### src/verilog/cae_pkg.sv
// Constants, encodings and register map for the add-instruction execute block.
// Assumes a single 200 MHz core clock; one instruction cycle is four quarter-phases.
package cae_pkg;

  localparam int unsigned CAE_DATA_W = 8;
  localparam int unsigned CAE_ADDR_W = 14;
  localparam int unsigned CAE_PTR_W = 14;
  localparam int unsigned CAE_BANK_W = 6;
  localparam int unsigned CAE_PTR_COUNT = 3;
  localparam int unsigned CAE_FLAG_W = 5;
  localparam int unsigned CAE_BUS_W = 16;
  localparam int unsigned CAE_RADDR_W = 8;

  // Quarter-phases of one instruction cycle
  typedef enum logic [1:0] {
    CAE_Q1 = 2'b00,
    CAE_Q2 = 2'b01,
    CAE_Q3 = 2'b10,
    CAE_Q4 = 2'b11
  } cae_phase_t;

  typedef enum logic [1:0] {
    CAE_OP_NONE = 2'b00,
    CAE_OP_ADD_LIT = 2'b01,
    CAE_OP_ADD_FILE = 2'b10,
    CAE_OP_ADD_PTR = 2'b11
  } cae_op_t;

  // Opcode fields of the 16-bit instruction word
  localparam logic [7:0] CAE_OPC_ADD_LIT = 8'h0F;
  localparam logic [5:0] CAE_OPC_ADD_FILE = 6'h09;
  localparam logic [7:0] CAE_OPC_ADD_PTR = 8'hE8;
  localparam int unsigned CAE_DEST_BIT = 9;
  localparam int unsigned CAE_ACCESS_BIT = 8;
  localparam int unsigned CAE_PTR_SEL_LSB = 6;
  localparam int unsigned CAE_PTR_LIT_W = 6;

  // Data memory addressing
  localparam logic [7:0] CAE_INDEXED_LIMIT = 8'h5F;
  localparam logic [7:0] CAE_ACCESS_SPLIT = 8'h60;
  localparam logic [CAE_BANK_W-1:0] CAE_ACCESS_LOW_BANK = 6'h00;
  localparam logic [CAE_BANK_W-1:0] CAE_ACCESS_HIGH_BANK = 6'h3F;
  localparam logic [1:0] CAE_INDEX_PTR = 2'h2;

  // Status flag positions
  localparam int unsigned CAE_FLAG_C = 0;
  localparam int unsigned CAE_FLAG_DIGIT_CARRY = 1;
  localparam int unsigned CAE_FLAG_Z = 2;
  localparam int unsigned CAE_FLAG_OVERFLOW = 3;
  localparam int unsigned CAE_FLAG_N = 4;

  // Register map, byte addresses
  localparam logic [7:0] CAE_REG_ACC = 8'h00;
  localparam logic [7:0] CAE_REG_STATUS = 8'h04;
  localparam logic [7:0] CAE_REG_BANK = 8'h08;
  localparam logic [7:0] CAE_REG_CTRL = 8'h0C;
  localparam logic [7:0] CAE_REG_PTR0 = 8'h10;
  localparam logic [7:0] CAE_REG_PTR1 = 8'h14;
  localparam logic [7:0] CAE_REG_PTR2 = 8'h18;
  localparam int unsigned CAE_CTRL_EXT_BIT = 0;

  // Reset values
  localparam logic [CAE_DATA_W-1:0] CAE_ACC_RST = 8'h00;
  localparam logic [CAE_FLAG_W-1:0] CAE_STATUS_RST = 5'h00;
  localparam logic [CAE_BANK_W-1:0] CAE_BANK_RST = 6'h00;
  localparam logic [CAE_PTR_W-1:0] CAE_PTR_RST = 14'h0000;
  localparam logic [15:0] CAE_INSTR_RST = 16'h0000;

endpackage

### src/verilog/cae_exec.sv
// Decode and execute of three add instructions over four quarter-phases,
// with the accumulator, status, bank select and file pointers as registers.
// Assumes data memory reads combinationally from mem_addr within one clock.
//
// Functional notes
// RULE1: Literal add sums immediate into accumulator
// RULE2: Literal add opcode upper byte 0000 1111
// RULE3: File add top six bits 001001
// RULE4: File add destination bit selects target
// RULE5: Access bit picks access or selected bank
// RULE6: Extended mode indexes low offsets via pointer
// RULE7: Accumulator adds update five status flags
// RULE8: Literal add spans Q1 to Q4
// RULE9: Pointer add writes pointer in Q4
// RULE10: Pointer add six-bit immediate, flags untouched
// RULE11: Flags: carry, half carry, overflow, sign, zero
`timescale 1ns/1ps
module cae_exec
  import cae_pkg::*;
(
  input wire logic clock,
  input wire logic rst,
  input wire logic [15:0] instr_word,
  input wire logic instr_valid,
  output logic instr_take,
  output logic [CAE_ADDR_W-1:0] mem_addr,
  input wire logic [CAE_DATA_W-1:0] mem_rdata,
  output logic [CAE_DATA_W-1:0] mem_wdata,
  output logic mem_we,
  input wire logic [CAE_RADDR_W-1:0] reg_addr,
  input wire logic [CAE_BUS_W-1:0] reg_wdata,
  input wire logic reg_write,
  input wire logic reg_read,
  output logic [CAE_BUS_W-1:0] reg_rdata,
  output logic [CAE_DATA_W-1:0] accumulator,
  output logic [CAE_FLAG_W-1:0] status_flags
);

  cae_phase_t phase_q;
  cae_phase_t phase_d;
  cae_op_t op_q;
  logic [15:0] instr_q;
  logic [CAE_DATA_W-1:0] operand_q;
  logic [CAE_DATA_W-1:0] result_q;
  logic [CAE_FLAG_W-1:0] result_flags_q;
  logic [CAE_PTR_W-1:0] ptr_sum_q;
  logic [CAE_DATA_W-1:0] acc_q;
  logic [CAE_FLAG_W-1:0] status_q;
  logic [CAE_BANK_W-1:0] bank_q;
  logic ext_en_q;
  logic [CAE_PTR_W-1:0] ptr_q [CAE_PTR_COUNT];
  logic [CAE_ADDR_W-1:0] mem_addr_q;
  logic [CAE_DATA_W-1:0] mem_wdata_q;
  logic mem_we_q;
  logic [CAE_BUS_W-1:0] reg_rdata_q;
  cae_op_t dec_op;
  logic [CAE_DATA_W-1:0] alu_sum;
  logic [CAE_FLAG_W-1:0] alu_flags;
  logic [CAE_ADDR_W-1:0] file_addr;
  logic file_indexed;
  logic [1:0] ptr_sel;

  // Instruction classification from the raw word
  function automatic cae_op_t decode_op(input logic [15:0] word);
    if (word[15:8] == CAE_OPC_ADD_LIT) begin
      decode_op = CAE_OP_ADD_LIT; // [RULE2]
    end else if (word[15:10] == CAE_OPC_ADD_FILE) begin
      decode_op = CAE_OP_ADD_FILE; // [RULE3]
    end else if (word[15:8] == CAE_OPC_ADD_PTR && word[7:6] != 2'h3) begin
      decode_op = CAE_OP_ADD_PTR;
    end else begin
      decode_op = CAE_OP_NONE;
    end
  endfunction

  // Register read mux, used only for the bus read path
  function automatic logic [CAE_BUS_W-1:0] read_mux(input logic [CAE_RADDR_W-1:0] addr);
    case (addr)
      CAE_REG_ACC: read_mux = {8'h00, acc_q};
      CAE_REG_STATUS: read_mux = {11'h000, status_q};
      CAE_REG_BANK: read_mux = {10'h000, bank_q};
      CAE_REG_CTRL: read_mux = {15'h0000, ext_en_q};
      CAE_REG_PTR0: read_mux = {2'h0, ptr_q[0]};
      CAE_REG_PTR1: read_mux = {2'h0, ptr_q[1]};
      CAE_REG_PTR2: read_mux = {2'h0, ptr_q[2]};
      default: read_mux = 16'h0000;
    endcase
  endfunction

  assign dec_op = decode_op(instr_word);
  assign instr_take = (phase_q == CAE_Q1);
  assign ptr_sel = instr_q[CAE_PTR_SEL_LSB +: 2];
  assign mem_addr = mem_addr_q;
  assign mem_wdata = mem_wdata_q;
  assign mem_we = mem_we_q;
  assign reg_rdata = reg_rdata_q;
  assign accumulator = acc_q;
  assign status_flags = status_q;

  cae_alu u_alu (
    .op_a(acc_q),
    .op_b(operand_q),
    .sum(alu_sum),
    .flags(alu_flags)
  );

  cae_addr u_addr (
    .file_addr(instr_word[7:0]),
    .access_sel(instr_word[CAE_ACCESS_BIT]),
    .extended_en(ext_en_q),
    .bank_select(bank_q),
    .index_ptr(ptr_q[CAE_INDEX_PTR]),
    .data_addr(file_addr),
    .indexed(file_indexed)
  );

  // Quarter-phase sequencer: one instruction cycle is four clocks
  always_comb begin
    case (phase_q)
      CAE_Q1: phase_d = CAE_Q2;
      CAE_Q2: phase_d = CAE_Q3;
      CAE_Q3: phase_d = CAE_Q4;
      CAE_Q4: phase_d = CAE_Q1;
      default: phase_d = CAE_Q1;
    endcase
  end

  always_ff @(posedge clock) begin
    if (rst) begin
      phase_q <= CAE_Q1;
    end else begin
      phase_q <= phase_d; // [RULE8] [RULE9]
    end
  end

  // Q1: decode and present the operand address
  always_ff @(posedge clock) begin
    if (rst) begin
      op_q <= CAE_OP_NONE;
      instr_q <= CAE_INSTR_RST;
      mem_addr_q <= '0;
    end else if (phase_q == CAE_Q1) begin
      op_q <= instr_valid ? dec_op : CAE_OP_NONE; // [RULE8] [RULE9]
      instr_q <= instr_word;
      if (instr_valid && dec_op == CAE_OP_ADD_FILE) begin
        mem_addr_q <= file_addr; // [RULE5] [RULE6]
      end
    end
  end

  // Q2: fetch the immediate or the file register
  always_ff @(posedge clock) begin
    if (rst) begin
      operand_q <= '0;
    end else if (phase_q == CAE_Q2) begin
      case (op_q)
        CAE_OP_ADD_LIT: operand_q <= instr_q[7:0]; // [RULE1]
        CAE_OP_ADD_FILE: operand_q <= mem_rdata; // [RULE4]
        CAE_OP_ADD_PTR: operand_q <= {2'h0, instr_q[CAE_PTR_LIT_W-1:0]}; // [RULE10]
        default: operand_q <= operand_q;
      endcase
    end
  end

  // Q3: compute; file write-back is staged for the Q4 clock
  always_ff @(posedge clock) begin
    if (rst) begin
      result_q <= '0;
      result_flags_q <= '0;
      ptr_sum_q <= '0;
    end else if (phase_q == CAE_Q3) begin
      result_q <= alu_sum;
      result_flags_q <= alu_flags; // [RULE7]
      if (op_q == CAE_OP_ADD_PTR && ptr_sel != 2'h3) begin
        // Unsigned immediate, no flags involved
        ptr_sum_q <= CAE_PTR_W'(ptr_q[ptr_sel] + {8'h00, operand_q[CAE_PTR_LIT_W-1:0]}); // [RULE10]
      end
    end
  end

  always_ff @(posedge clock) begin
    if (rst) begin
      mem_we_q <= 1'b0;
      mem_wdata_q <= '0;
    end else if (phase_q == CAE_Q3) begin
      mem_we_q <= (op_q == CAE_OP_ADD_FILE) && instr_q[CAE_DEST_BIT]; // [RULE4]
      mem_wdata_q <= alu_sum;
    end else begin
      mem_we_q <= 1'b0;
    end
  end

  // Accumulator: Q4 write-back wins over a bus write in the same clock
  always_ff @(posedge clock) begin
    if (rst) begin
      acc_q <= CAE_ACC_RST;
    end else if (phase_q == CAE_Q4 && op_q == CAE_OP_ADD_LIT) begin
      acc_q <= result_q; // [RULE1] [RULE8]
    end else if (phase_q == CAE_Q4 && op_q == CAE_OP_ADD_FILE && !instr_q[CAE_DEST_BIT]) begin
      acc_q <= result_q; // [RULE4]
    end else if (reg_write && reg_addr == CAE_REG_ACC) begin
      acc_q <= reg_wdata[CAE_DATA_W-1:0];
    end
  end

  always_ff @(posedge clock) begin
    if (rst) begin
      status_q <= CAE_STATUS_RST;
    end else if (phase_q == CAE_Q4 &&
                 (op_q == CAE_OP_ADD_LIT || op_q == CAE_OP_ADD_FILE)) begin
      status_q <= result_flags_q; // [RULE7]
    end else if (reg_write && reg_addr == CAE_REG_STATUS) begin
      status_q <= reg_wdata[CAE_FLAG_W-1:0];
    end
  end

  always_ff @(posedge clock) begin
    if (rst) begin
      bank_q <= CAE_BANK_RST;
      ext_en_q <= 1'b0;
    end else if (reg_write) begin
      if (reg_addr == CAE_REG_BANK) begin
        bank_q <= reg_wdata[CAE_BANK_W-1:0];
      end
      if (reg_addr == CAE_REG_CTRL) begin
        ext_en_q <= reg_wdata[CAE_CTRL_EXT_BIT];
      end
    end
  end

  // File pointers, one register per index
  for (genvar gi = 0; gi < CAE_PTR_COUNT; gi++) begin : g_ptr
    always_ff @(posedge clock) begin
      if (rst) begin
        ptr_q[gi] <= CAE_PTR_RST;
      end else if (phase_q == CAE_Q4 && op_q == CAE_OP_ADD_PTR && ptr_sel == 2'(gi)) begin
        ptr_q[gi] <= ptr_sum_q; // [RULE9] [RULE10]
      end else if (reg_write && reg_addr == CAE_REG_PTR0 + 8'(4 * gi)) begin
        ptr_q[gi] <= reg_wdata[CAE_PTR_W-1:0];
      end
    end
  end

  // Read data stand only in the cycle after the strobe
  always_ff @(posedge clock) begin
    if (rst) begin
      reg_rdata_q <= '0;
    end else if (reg_read) begin
      reg_rdata_q <= read_mux(reg_addr);
    end else begin
      reg_rdata_q <= '0;
    end
  end
endmodule

### src/verilog/cae_alu.sv
// Eight-bit adder with arithmetic status flags.
// Purely combinational; the caller registers the results.
`timescale 1ns/1ps
module cae_alu
  import cae_pkg::*;
(
  input wire logic [CAE_DATA_W-1:0] op_a,
  input wire logic [CAE_DATA_W-1:0] op_b,
  output logic [CAE_DATA_W-1:0] sum,
  output logic [CAE_FLAG_W-1:0] flags
);

  logic [CAE_DATA_W:0] full_sum;
  logic [4:0] low_sum;

  always_comb begin
    full_sum = {1'b0, op_a} + {1'b0, op_b};
    low_sum = {1'b0, op_a[3:0]} + {1'b0, op_b[3:0]};
    sum = full_sum[CAE_DATA_W-1:0];
    flags = '0;
    flags[CAE_FLAG_C] = full_sum[CAE_DATA_W]; // [RULE11]
    flags[CAE_FLAG_DIGIT_CARRY] = low_sum[4]; // [RULE11]
    // Signed overflow: like-signed operands giving a differently signed sum
    flags[CAE_FLAG_OVERFLOW] = (op_a[7] == op_b[7]) && (full_sum[7] != op_a[7]); // [RULE11]
    flags[CAE_FLAG_N] = full_sum[7]; // [RULE11]
    flags[CAE_FLAG_Z] = (full_sum[CAE_DATA_W-1:0] == 8'h00); // [RULE11]
  end

endmodule

### src/verilog/cae_addr.sv
// Data memory address former for file-register operands.
// Combinational; inputs come from the instruction word and core registers.
`timescale 1ns/1ps
module cae_addr
  import cae_pkg::*;
(
  input wire logic [7:0] file_addr,
  input wire logic access_sel,
  input wire logic extended_en,
  input wire logic [CAE_BANK_W-1:0] bank_select,
  input wire logic [CAE_PTR_W-1:0] index_ptr,
  output logic [CAE_ADDR_W-1:0] data_addr,
  output logic indexed
);

  always_comb begin
    indexed = !access_sel && extended_en && (file_addr <= CAE_INDEXED_LIMIT); // [RULE6]
    if (access_sel) begin
      data_addr = {bank_select, file_addr}; // [RULE5]
    end else if (indexed) begin
      // Offset is added to the index pointer, wrapping within the pointer width
      data_addr = CAE_ADDR_W'(index_ptr + {6'h00, file_addr}); // [RULE6]
    end else if (file_addr < CAE_ACCESS_SPLIT) begin
      data_addr = {CAE_ACCESS_LOW_BANK, file_addr}; // [RULE5]
    end else begin
      data_addr = {CAE_ACCESS_HIGH_BANK, file_addr}; // [RULE5]
    end
  end

endmodule

### config.mk
export PLATFORM = sky130hd
export DESIGN_NAME = cae_exec
export DESIGN_NICKNAME = d
export VERILOG_FILES = /design/src/verilog/cae_pkg.sv /design/src/verilog/cae_exec.sv /design/src/verilog/cae_alu.sv /design/src/verilog/cae_addr.sv
export SDC_FILE = /design/constraint.sdc
export NUM_CORES = 1
export LEC_CHECK = 0
export ABC_AREA = 1
export ABC_CLOCK_PERIOD_IN_PS = 2950
export BUFFER_PORTS_ARGS = -buffer_cell sky130_fd_sc_hd__buf_2
export CORE_AREA = 2 2 119 121
export CTS_BUF_LIST = sky130_fd_sc_hd__clkbuf_16
export CTS_CLUSTER_DIAMETER = 30
export DETAILED_ROUTE_END_ITERATION = 8
export DIE_AREA = 0 0 121 123
export PLACE_DENSITY = 0.85
export SETUP_SLACK_MARGIN = 0.5
export SYNTH_ARGS = -nofsm -noshare
export SYNTH_HDL_FRONTEND = slang
export SYNTH_SLANG_ARGS = --single-unit
### constraint.sdc
create_clock -name clock -period 2.95 [get_ports clock]
set_input_delay 0.295 -clock clock [delete_from_list [all_inputs] [get_ports clock]]
set_output_delay 0.295 -clock clock [all_outputs]
set_load 0.005 [all_outputs]
After elaboration in Yosys (flattened, before gate mapping)
Memories as Yosys holds them, arrays and structs flattened. A register that Yosys moved wholly into a read port is not among the register bits.
Index checks and enable logic that the tools add are counted.
W data, S select, Z words.
{"block": "totals", "regBits": 100, "latchBits": 0, "rom_bits": 0, "out_inout_bits": 53, "memories": 1, "ram_bits": 42, "in_bits": 53}
{"block": "op_classes", "n_div": 0, "shifts": 0, "n_addsub": 4, "n_mul": 0, "magnitude_cmp": 2, "n_reduce_logical": 37, "n_eq_ne": 22, "n_mux": 46, "bitwise_logic": 8}
{"memory": "ptr_q", "words": 3, "width": 14, "read_ports": 4, "rd_clocked_by_memory_dff": 1, "write_ports": 3, "line_no": "cae_exec.sv:51", "text": "logic [CAE_PTR_W-1:0] ptr_q [CAE_PTR_COUNT];"}
{"op": "$mux W14", "count": 9}
{"op": "$pmux W14 S7", "count": 1}
{"op": "$eq A8 B4 Y1 const B", "count": 3}
{"op": "$eq A8 B5 Y1 const B", "count": 3}
{"op": "$mux W8", "count": 3}
{"op": "$pmux W8 S3", "count": 1}
{"op": "$mux W1", "count": 23}
{"op": "$logic_and A1 B1 Y1", "count": 20}
{"op": "$logic_not A8 Y1", "count": 2}
{"op": "$add A14 B6 Y14", "count": 1}
{"op": "$add A14 B8 Y14", "count": 1}
{"op": "$eq A2 B2 Y1 const B", "count": 6}
{"op": "$mux W2", "count": 6}
{"op": "$mux W5", "count": 2}
{"op": "$reduce_and A2 Y1", "count": 5}
{"op": "$add A8 B8 Y9", "count": 1}
{"op": "$eq A8 B3 Y1 const B", "count": 1}
{"op": "$eq A8 B8 Y1 const B", "count": 1}
{"op": "$le A8 B7 Y1 const B", "count": 1}
{"op": "$lt A8 B7 Y1 const B", "count": 1}
{"op": "$pmux W2 S4", "count": 1}
{"op": "$eq A2 B1 Y1 const B", "count": 3}
{"op": "$eq A6 B4 Y1 const B", "count": 1}
{"op": "$or A1 B1 Y1", "count": 6}
{"op": "other kinds (11)", "count": 17}

Depth between registers and ports, before layout
Gate-level depths: netlist of run 1.
{"block": "depth", "ltp_word": 8, "depth_mapped": 20, "ltp_nobuf": 17}

Hierarchy
From an unflattened synthesis of run 1, not the netlist that was laid out.
{"block": "hier_totals", "hier_cells": 1093, "hier_area_um2": 8264.2}
{"mod": "cae_exec", "area_per_inst_um2": 6951.7, "seq_area_each_um2": 3243.1, "cells_each": 837, "n_inst": 1}
{"mod": "cae_addr", "area_per_inst_um2": 820.8, "seq_area_each_um2": 0.0, "cells_each": 164, "n_inst": 1}
{"mod": "cae_alu", "area_per_inst_um2": 491.7, "seq_area_each_um2": 0.0, "cells_each": 92, "n_inst": 1}

Least setup slack after synthesis of run 1
OpenSTA, ideal clock, no wires.
{"block": "synth_path", "path_kind": "register to register", "startpoint": "reg with a tool-made name", "endpoint": "reg ptr_sum_q[12]", "path_slack_ns": 0.463, "arrival_time_ns": 2.378, "path_stages_with_launch": 20, "path_buffers": 3, "cell_sequence": "dfxtp_1 buf_6 inv_2 buf_6 clkbuf_1 a21oi_1 a21oi_1 ha_1 inv_1 fa_1 inv_1 nand4_1 nand3_1 nand3_1 inv_1 nand2_1 nand2_1 nand3_1 nand2_1 inv_1"}
{"element": "to (signal assigned)", "line_no": "cae_exec.sv:176", "text": "ptr_sum_q <= CAE_PTR_W'(ptr_q[ptr_sel] + {8'h00, operand_q[CAE_PTR_LIT_W-1:0]});"}
{"element": "to (decl)", "line_no": "cae_exec.sv:46", "text": "logic [CAE_PTR_W-1:0] ptr_sum_q;"}

==> summary.md, run 1 <==
| Metric | Value |
|---|---|
| Register-to-register setup slack | between 0.5 and 0.6 ns |
| Placed Cells | ~1300 |
| Clock sink total | 140 |
| Asr flop ratio synth | 0% |
| Arrival time worst endpoint | around 2.3 ns |
| Clock Tree Buf Depth | 2 |
| Reg2Reg Depth | 4 |
| # fillers | 1106 |
| Placer congestion estimate | 1.04 |
| Wire length per cell | roughly 18 um |
| Fin crit period | 2.36 ns |
| WP data required | 2.91 ns |
| Clk_skew | 0.00986 ns |
| Core Box Area | 0.0136 sq mm |
| Via count | 7956 |
| Final period util | approximately 80% |
| Die Wd | 121 um |
| Number of nets in the layout | 1215 |
| Final std cells w/o fill | between 1000 and 1500 |
| Area Overhead vs Synth | 17.3% |
| Die Height | 123 um |
| Crit Path Category | reg2reg |
| Unrepaired setup endpoints after global routing | yes |
| CP Max Fanout | 14 |
| Number of global-route vias before repair | 7102 |
| Total global routing overflow | 0 |
| Depth of the CTS H-tree | 4 |
| FF+latch count, synth | 140 |
| Diodes inserted | 0 |
| Actual slew at the worst max-slew pin | 0.787 ns |
| Hpwl dp | roughly 17000 um |
| Synth Warn # | 0 |
| Tot GR Track Use | 33.0% |
| Drt first pass iters | 7 |
| Fmax | 423 MHz |
| Leak | 4.19 nW |
| Area of the multi-input gates | 0.00378 sq mm |
| Fin. Hold Viols | 0 |
| VDD IR max | 0.000407 V |
| EDFF count, synth | 42 |
| Detailed Route WL | 24400 um |
| Worst Setup Start Kind | register |
| Starting DRT DRC Count | roughly 1100 |
| Initial antenna violation count | 0 |
| Status | finished, final reports clean |
| Layout cells sized above 1 | 15.7% |
| Share of the yosys chip area belonging to registers | between 40% and 50% |
| CTS Buf Count | 17 |
| Worst R2R End | ptr_q[2][5] |
| CTS clk-pin slew, worst paths | ~0.070 ns |
| CP Capture Type | register |
| CP Capture Point | ptr_q[2][5] |
| Cell Area, Synth | 0.00773 sq mm |
| Initial core utilization | 56.8% |
| Hold crit path type | in2reg |
| Main flop type after synthesis | dfxtp_1 |
| Sequential cell area | about 0.0032 sq mm |
| Worst slew margin | 47.4% |
| Worst-Skew Late Latency | 0.44 ns |
| Setup TNS | 0 ns |
| Mean number of vias per cell | 6.02 |
| Pwr dens | just under 600 mW/mm^2 |
| Clk root buf | clkbuf_16 |
| Gate Count Post-Synth | 1029 |
| Unique masters post-synth | 48 |
| Port Buffer Count | 101 |
| First-pass GRT wire length | roughly 37000 um |
| Largest net degree at the start of global routing | 48 |
| Area of the die | 0.0149 sq mm |
| Worst Setup SP | phase_q[1] |
| Detail Route Antenna Nets | 0 |
| Final Setup Violations | 0 |
| Syn avg cell area | about 7.5 sq um |
| I/O Pins | 106 |
| CTS tree | done |
| Max-cap violations | 0 |
| Std cell rows | 43 |
| # DRC | 0 |
| Reg2reg start | phase_q[1] |
| Slew Viols, Final | 0 |
==> worst min-delay path by stage <==
stage                      start              to  slack [ns]  depth (start not counted)
floorplan             instr_q[9]          mem_we        0.41                          2
global placement      instr_q[9]          mem_we        0.45                          2
detailed placement    instr_q[9]          mem_we        0.44                          2
CTS                 mem_rdata[4]    operand_q[4]        0.12                          3
global route        reg_wdata[5]  accumulator[5]        0.14                          3
finish              mem_rdata[4]    operand_q[4]        0.13                          3
==> worst max-delay path, stage by stage (launching register included) <==
cell and delay, ns:
dfxtp_1 0.37, ha_1 0.44, nand4_1 0.30, nand3_1 0.20
nand3_1 0.57
==> state kept, by name (all words and copies together), names as in the netlist, 2 cells and up, named ones only <==
name            cells
result_flags_q      5
accumulator         8
bank_q              6
op_q                2
ptr_sum_q          14
phase_q             2
status_flags        5
instr_q             9
ptr_q              42
reg_rdata          14
mem_wdata           7
mem_addr           14
operand_q           8
==> cell usage in the layout (no fill, tap or decap), types with 4 or more instances in the layout <==
cell type / synthesis / layout
inv_1: 140 / 140
nand3_1: 71 / 69
a221oi_1: 6 / 6
o22ai_1: 36 / 36
edfxtp_1: 42 / 42
a31oi_1: 16 / 16
a21oi_1: 96 / 95
xnor2_1: 5 / 5
o21ai_0: 97 / 96
o211ai_1: 7 / 7
nand4_1: 14 / 14
dfxtp_1: 98 / 97
nor2_1: 59 / 59
buf_4: 4 / 19
ha_1: 30 / 28
nand2_1: 204 / 204
xor2_1: 11 / 11
clkbuf_16: 0 / 18
inv_6: 0 / 4
buf_2: 9 / 101
inv_2: 6 / 6
clkinv_1: 2 / 4
nor3_1: 7 / 7
==> logic make-up after synthesis <==
kind of cell / synth area share (%)
AND/OR/NAND/NOR: 21.0
other: 0.0485
AO/OA/AOI/OAI: 19.9
XOR/XNOR: 1.81
adder cells (fa/ha/maj): 5.63
buffers and inverters: 9.90
flip-flops: 41.7
==> metal layers <==
metal	share of wire [%]	routed length [um]	GRT usage [%]	vias to the layer above
met5	0	0	0	-
met2	44	10800	51.7	592
li1	-	-	-	3685
met4	4.5	1090	16.9	0
met3	12	2880	6.55	97
met1	39	9570	43.5	3582
==> layout make-up <==
type	instances	share of cell area (%)
repair buffers	121	7.36
inverters	148	6.15
well taps	180	2.48
clock buffers	18	4.96
flip-flops and latches	140	35.5
multi-input cells	701	41.7
clock inverters	14	1.82
==> per-stage QoR <==
step                total power (W)  hold WS [ns]  utilization [%]  cell area, sq um  worst slack (ns)
global placement            0.00305         0.446             61.6              8390             0.453
global route                0.00554         0.141             66.7              9070             0.458
CTS                         0.00531         0.123             66.3              9030             0.520
finish                      0.00537         0.129             66.7              9070             0.587
floorplan                   0.00280         0.414                -              7740             0.562
detailed placement          0.00307         0.436             61.6              8390             0.391
==> cell usage after synthesis, drive strengths merged (2+ instances only) <==
master / count / share of area [%]
nand2: 207 / 10
inv: 146 / 7.1
o21ai: 100 / 6.6
dfxtp: 98 / 25
a21oi: 96 / 6.2
nand3: 71 / 4.6
nor2: 64 / 3.4
edfxtp: 42 / 16
o22ai: 36 / 2.9
ha: 30 / 4.9
clkbuf: 24 / 1.2
buf: 17 / 1.6
a31oi: 16 / 1.3
nand4: 14 / 1.1
xor2: 11 / 1.2
nor3: 10 / 0.84
o211ai: 7 / 0.68
a221oi: 6 / 0.68
xnor2: 5 / 0.57
and3: 3 / 0.24
fa: 3 / 0.78
o21bai: 3 / 0.29
a211oi: 2 / 0.19
clkinv: 2 / 0.097
nand3b: 2 / 0.19
or2: 2 / 0.16
==> report_power, final <==
part	internal (W)	switching, W
Sequential	0.00209	0.0000988
Clock	0.00138	0.000885
Combinational	0.000313	0.000606
Total	0.00378	0.00159
==> repair_timing <==
item,in CTS,in global routing
pin swaps,0,1
hold buffers,0,0
resized for setup,5,8
setup buffers,1,2
endpoints found under the setup margin,3,6
Power figures use the tool's default switching activity.
==> inputs of run 2 (changes only) <==
--- a/config.mk
+++ b/config.mk
@@ -6,7 +6,7 @@
 export NUM_CORES = 1
 export LEC_CHECK = 0
 export ABC_AREA = 1
-export ABC_CLOCK_PERIOD_IN_PS = 2950
+export ABC_CLOCK_PERIOD_IN_PS = 2200
 export BUFFER_PORTS_ARGS = -buffer_cell sky130_fd_sc_hd__buf_2
 export CORE_AREA = 2 2 119 121
 export CTS_BUF_LIST = sky130_fd_sc_hd__clkbuf_16
==> constraint.sdc (replaced) <==
create_clock -name clock -period 2.2 [get_ports clock]
set_input_delay 0.22 -clock clock [delete_from_list [all_inputs] [get_ports clock]]
set_output_delay 0.22 -clock clock [all_outputs]
set_load 0.005 [all_outputs]
==> run 2 against run 1 <==
  * The flow now finishes with violations (negative setup slack)
  * Critical path type unchanged
  * Via count increased by 7.6%
  * Core utilization rose by 9.2 points
  * Clock power grew 19%
  * Critical path depth rose by 10
  * Die area is the same
  * Global-route usage increased by 2.8 points
  * Largest cell class unchanged
  * Flip-flop and latch count stayed put
  * Sequential share of layout area fell by 3.9 points
  * Design area is 14% higher
==> summary.md, run 2 (same netlist as run 1, synthesis figures left out) <==
| Metric | Value |
|---|---|
| Core Box Area | 0.0136 sq mm |
| WP data required | 2.51 ns |
| Failing checks | negative setup slack |
| CP Capture Type | register |
| Starting DRT DRC Count | ~1100 |
| Pwr dens | 699 mW/mm^2 |
| Status | finished with violations |
| Area Overhead vs Synth | 33.5% |
| Hold crit path type | in2reg |
| Largest register by flop count | ptr_q |
| Fin. Hold Viols | 0 |
| Commonest non-fill, non-tap cell in the layout | nand2_1 |
| Slew Viols, Final | 0 |
| Final period util | 102% |
| Clk_skew | about 0.0062 ns |
| Total global routing overflow | 0 |
| WHS | 0.0686 ns |
| Hold Path End | operand_q[4] |
| Tot GR Track Use | 35.8% |
| Hold depth | 3 |
| Number of nets in the layout | between 1000 and 1500 |
| Largest net degree at the start of global routing | 37 |
| # DRC | 0 |
| Diodes inserted | 0 |
| Clock power share | between 30% and 40% |
| Leak | 4.64 nW |
| Worst R2R End | ptr_sum_q[6] |
| Die Height | 123 um |
| Unrepaired setup endpoints after global routing | yes |
| Actual slew at the worst max-slew pin | 0.553 ns |
| Max reg flops | 42 |
| CTS clk-pin slew, worst paths | 0.06 ns |
| Crit Path Category | reg2reg |
| Setup ws final | -0.0331 ns |
| Flop pwr share | 40.9% |
| Clock sink total | 140 |
| CP Max Fanout | 8 |
| Port Buffer Count | slightly above 100 |
| Via count | 8559 |
| VDD IR max | 0.000671 V |
| CTS Buf Count | 17 |
| Final std cells w/o fill | 1382 |
| Initial core utilization | 56.8% |
| Layout cells sized above 1 | 30.5% |
| Fmax | roughly 450 MHz |
| Arrival time worst endpoint | between 2 and 3 ns |
| Drt first pass iters | 7 |
| Internal | 0.00499 W |
| Register-to-register setup slack | -0.03 ns |
| Initial antenna violation count | 0 |
| Final Setup Violations | 1 |
| Wire length per cell | 20.5 um |
| Die Wd | roughly 120 um |
| Fin crit period | 2.23 ns |
| Hold path start | mem_rdata[4] |
| Psw | 0.00223 W |
| Max-cap violations | 0 |
| Setup TNS | -0.0331 ns |
| Clk root buf | clkbuf_16 |
| Reg2Reg Depth | 14 |
| Number of global-route vias before repair | 7753 |
| Worst-Skew Late Latency | around 0.43 ns |
| Clock Tree Buf Depth | 2 |
| Mean number of vias per cell | 6.19 |
| Area of the die | 0.0149 sq mm |
| Detail Route Antenna Nets | 0 |
| I/O Pins | 106 |
| Std cell rows | 43 |
| Detailed Route WL | 28300 um |
| Worst slew margin | 62.9% |
| CTS tree | done |
| Placed Cells | roughly 1300 |
| Sw frac | 30.9% |
| Cts hold-fix bufs | 0 |
| Placer congestion estimate | 1.00 |
| Depth of the CTS H-tree | 4 |
| Comb pwr share | 21.7% |
| First-pass GRT wire length | 40500 um |
| Worst Setup Start Kind | register |
| Overall power | just over 0.007 W |
| Hpwl dp | ~18000 um |
| Most frequent cells in the layout | nand2_1 (186), inv_1 (137), buf_2 (101) |
run 2: worst max-delay path by stage:
stage / from / endpoint / slack [ns] / depth (start not counted)
2_1_floorplan: register / ptr_sum_q[12] / -0.02 / 19
3_3_place_gp: register / ptr_sum_q[12] / 0.07 / 17
3_5_place_dp: register / ptr_sum_q[12] / 0.01 / 17
4_1_cts: register / ptr_sum_q[12] / 0.03 / 17
5_1_grt: register / ptr_sum_q[9] / -0.13 / 17
6_report: register / ptr_sum_q[6] / -0.03 / 14
run 2: repair_timing:
action / in CTS / in global routing
pin swaps: 24 / 52
resized for setup: 84 / 112
gates cloned: 2 / 2
setup endpoints to repair: 124 / 118
buffers inserted: 28 / 13
run 2: worst max-delay path, cell delays in order (launching register included):
cell     delay (ns)
dfxtp_2        0.35
inv_4          0.05
buf_6          0.13
o21ai_1        0.12
a21oi_1        0.05
a21oi_1        0.13
ha_2           0.33
a21oi_2        0.19
inv_1          0.06
nand2_1        0.07
nand3_2        0.12
buf_4          0.16
buf_4          0.12
xnor2_1        0.15
a21oi_1        0.08
run 2: final cells by class:
class | count | area (sq um)
multi-input cells | 704 | 4570
fillers | 901 | 3290
flip-flops and latches | 140 | 3260
repair buffers | 178 | 1160
inverters | 148 | 568
clock buffers | 18 | 450
well taps | 180 | 225
clock inverters | 14 | 88.8
run 2: power by group through the flow:
stage	Combinational [W]	Sequential, W	Clock [W]
after floorplan	0.000840	0.00294	0
after global placement	0.00119	0.00297	0
after detailed placement	0.00121	0.00297	0
after CTS	0.00136	0.00293	0.00267
after global routing	0.00169	0.00296	0.00278
final	0.00156	0.00295	0.00270
run 2: stage by stage:
step	area (sq um)	worst slack, ns	utilization, %
after detailed placement	8600	0.0101	63.2
after floorplan	7850	-0.0173	-
after global placement	8600	0.0720	63.2
after CTS	9760	0.0331	71.7
after global routing	10300	-0.125	75.8
final	10300	-0.0331	75.8
run 2: metal layers:
metal / vias up / GRT usage, % / part of all wire, %
li1: 3821 / - / -
met1: 3965 / 45.3 / 37
met2: 615 / 57.3 / 46
met3: 158 / 8.39 / 11
met4: 0 / 18.5 / 5.7
met5: - / 0 / 0
==> inputs of run 3 (changes only) <==
--- a/config.mk
+++ b/config.mk
@@ -8,11 +8,11 @@
 export ABC_AREA = 1
 export ABC_CLOCK_PERIOD_IN_PS = 2200
 export BUFFER_PORTS_ARGS = -buffer_cell sky130_fd_sc_hd__buf_2
-export CORE_AREA = 2 2 119 121
+export CORE_AREA = 2 2 133 109
 export CTS_BUF_LIST = sky130_fd_sc_hd__clkbuf_16
 export CTS_CLUSTER_DIAMETER = 30
 export DETAILED_ROUTE_END_ITERATION = 8
-export DIE_AREA = 0 0 121 123
+export DIE_AREA = 0 0 135 111
 export PLACE_DENSITY = 0.85
 export SETUP_SLACK_MARGIN = 0.5
 export SYNTH_ARGS = -nofsm -noshare
==> run 3 against run 2 <==
  * The run still ends with negative setup slack left
  * Clock-buffer cell count did not move
  * Clock skew up 0.0060 ns
  * Via count increased by 3.8%
  * Critical endpoint is now ptr_sum_q[12]
  * Final cell count is 1.2% higher
  * Sequential share of layout area decreased by 0.35 points
  * Total power up 2.3%
  * Fmax shrank 0.53%
  * Setup slack worse by 0.012 ns
==> summary.md, run 3 (same netlist as run 1, synthesis figures left out) <==
| Metric | Value |
|---|---|
| CP Capture Type | register |
| Status | finished with violations |
| Worst-Skew Late Latency | 0.44 ns |
| Clk root buf | clkbuf_16 |
| Clk_skew | 0.0122 ns |
| Depth of the CTS H-tree | 4 |
| CTS tree | done |
| Buf+Inv Stages, Crit Path | 5 |
| Clock sink total | 140 |
| Drt first pass iters | 7 |
| CP Capture Point | ptr_sum_q[12] |
| Diodes inserted | 0 |
| # DRC | 0 |
| CTS clk-pin slew, worst paths | around 0.060 ns |
| Worst Setup Start Kind | register |
| Core Box Area | 0.0139 sq mm |
| Std cell rows | 39 |
| Tot GR Track Use | roughly a third |
| Met3 Usage GRT | 10.8% |
| Number of global-route vias before repair | 7602 |
| Hold crit path type | in2reg |
| Placer congestion estimate | 1.02 |
| Worst R2R End | ptr_sum_q[12] |
| Fin area | 0.0104 sq mm |
| Sequential cell area | 0.00326 sq mm |
| Mean number of vias per cell | 6.35 |
| Largest net degree at the start of global routing | 67 |
| Max reg flops | 42 |
| CTS Buf Count | 17 |
| Final period util | 102% |
| Commonest non-fill, non-tap cell in the layout | nand2_1 |
| Placed Cells | 1314 |
| Final std cells w/o fill | 1398 |
| Number of nets in the layout | between 1000 and 1500 |
| Worst path depth | 17 |
| Register-to-register setup slack | -0.04 ns |
| Cts hold-fix bufs | 0 |
| Largest register by flop count | ptr_q |
| Starting DRT DRC Count | ~1500 |
| VDD IR max | 0.000726 V |
| Clock Tree Buf Depth | 2 |
| Fmax | roughly 450 MHz |
| Max-cap violations | 0 |
| Layout cells sized above 1 | roughly a third |
| Via count | 8884 |
| Setup ws final | -0.0450 ns |
| Detailed Route WL | 30200 um |
| # fillers | 877 |
| Die Wd | 135 um |
| First-pass GRT wire length | ~40000 um |
| Reg2Reg Depth | 17 |
| Worst slew margin | 51.4% |
| Area of the die | 0.0150 sq mm |
| Initial core utilization | 55.8% |
| Initial antenna violation count | 0 |
| Area Overhead vs Synth | 35.0% |
| Pwr dens | 706 mW/mm^2 |
| Unrepaired setup endpoints after global routing | yes |
| Die Height | 111 um |
| Port Buffer Count | slightly above 100 |
| CP Max Fanout | 4 |
| Top delay family on crit path | simple AND/OR/NAND/NOR gates |
| Wire length per cell | 21.6 um |
| Area of the multi-input gates | between 0.004 and 0.005 sq mm |
| M1 GR Usage | 46.7% |
| GR Util met2 | 51.8% |
| Detail Route Antenna Nets | 0 |
| Final Setup Violations | 3 |
| Leak | 4.66 nW |
| Slew Viols, Final | 0 |
| Crit-path slowest cell | dfxtp_2 |
| Fin crit period | 2.24 ns |
| Arrival time worst endpoint | between 2 and 3 ns |
| Area after DPL | around 0.0087 sq mm |
| Crit Path Category | reg2reg |
| Failing checks | negative setup slack |
| Crit path cell chain | inv_4, o21ai_2, a21oi_2, a21oi_2, ha_2, inv_2, fa_2, inv_2, nand4_1, nand3_2, nand3_4, inv_2, nand2_1, nand2_1, nand3_1, nand2_1, inv_1 |
| Total global routing overflow | 0 |
| WP data required | 2.54 ns |
| CP max stage delay | 0.36 ns |
| I/O Pins | 106 |
| Top Usage Layer GRT | met2 |
| Hpwl dp | 17700 um |
| Actual slew at the worst max-slew pin | 0.724 ns |
| Fin. Hold Viols | 0 |
| Most frequent cells in the layout | nand2_1 (184), inv_1 (135), buf_2 (101) |
run 3: cell types whose count changed in the layout (fill, tap and decap cells not counted), sizes merged:
cell,delta
clkbuf,-1
clkinvlp,+1
inv,-1
buf,+13
bufinv,-1
clkinv,+1
run 3: cell type report:
| cell class | instances | area share (%) |
|---|---|---|
| flip-flops and latches | 140 | 31.3 |
| clock buffers | 18 | 4.31 |
| well taps | 184 | 2.20 |
| clock inverters | 14 | 0.755 |
| inverters | 148 | 5.37 |
| repair buffers | 190 | 12.3 |
| multi-input cells | 704 | 43.8 |
run 3: how the worst min path moves through the flow:
stage / to / start / depth (start not counted)
global placement: mem_addr[6] / mem_addr[6] / 2
floorplan: instr_q[2] / instr_word[2] / 2
detailed placement: result_flags_q[3] / result_flags_q[3] / 2
global route: operand_q[4] / mem_rdata[4] / 3
finish: operand_q[4] / mem_rdata[4] / 3
CTS: operand_q[2] / mem_rdata[2] / 3
run 3: power breakdown:
part	internal [W]	total, W	switching, W	leakage, nW
Sequential	0.00280	0.00295	0.000144	1.24
Combinational	0.000704	0.00177	0.00106	3.15
Clock	0.00148	0.00266	0.00118	0.277
run 3: tightest hold or removal path: cells and delay by family:
| family | cells | cell delay [ns] |
|---|---|---|
| buffers and inverters | 1 | 0.08 |
| AOI/OAI and AO/OA | 1 | 0.07 |
| and+or+nand+nor | 1 | 0.08 |
run 3: routing by layer:
metal  up-vias  wire [um]
met1      4035      10300
li1       3825          -
met4         0       2100
met2       804      13200
met5         -          0
met3       220       4560
run 3: stage by stage:
step	utilization [%]	power (W)	hold WS, ns	TNS [ns]	worst slack (ns)
4_1_cts	69.7	0.00695	0.0537	0	0.0535
3_3_place_gp	62.5	0.00420	0.451	-0.0244	-0.0244
5_1_grt	75.3	0.00759	0.0616	-0.855	-0.173
2_1_floorplan	-	0.00378	0.355	-0.0173	-0.0173
3_5_place_dp	62.5	0.00423	0.457	-0.109	-0.0616
6_report	75.3	0.00738	0.0584	-0.107	-0.0450
run 3: timing repair:
action	CTS	global route
endpoints found under the setup margin	126	105
buffers inserted	18	30
gates resized for setup	72	128
pin swaps	11	56
cloned	3	1
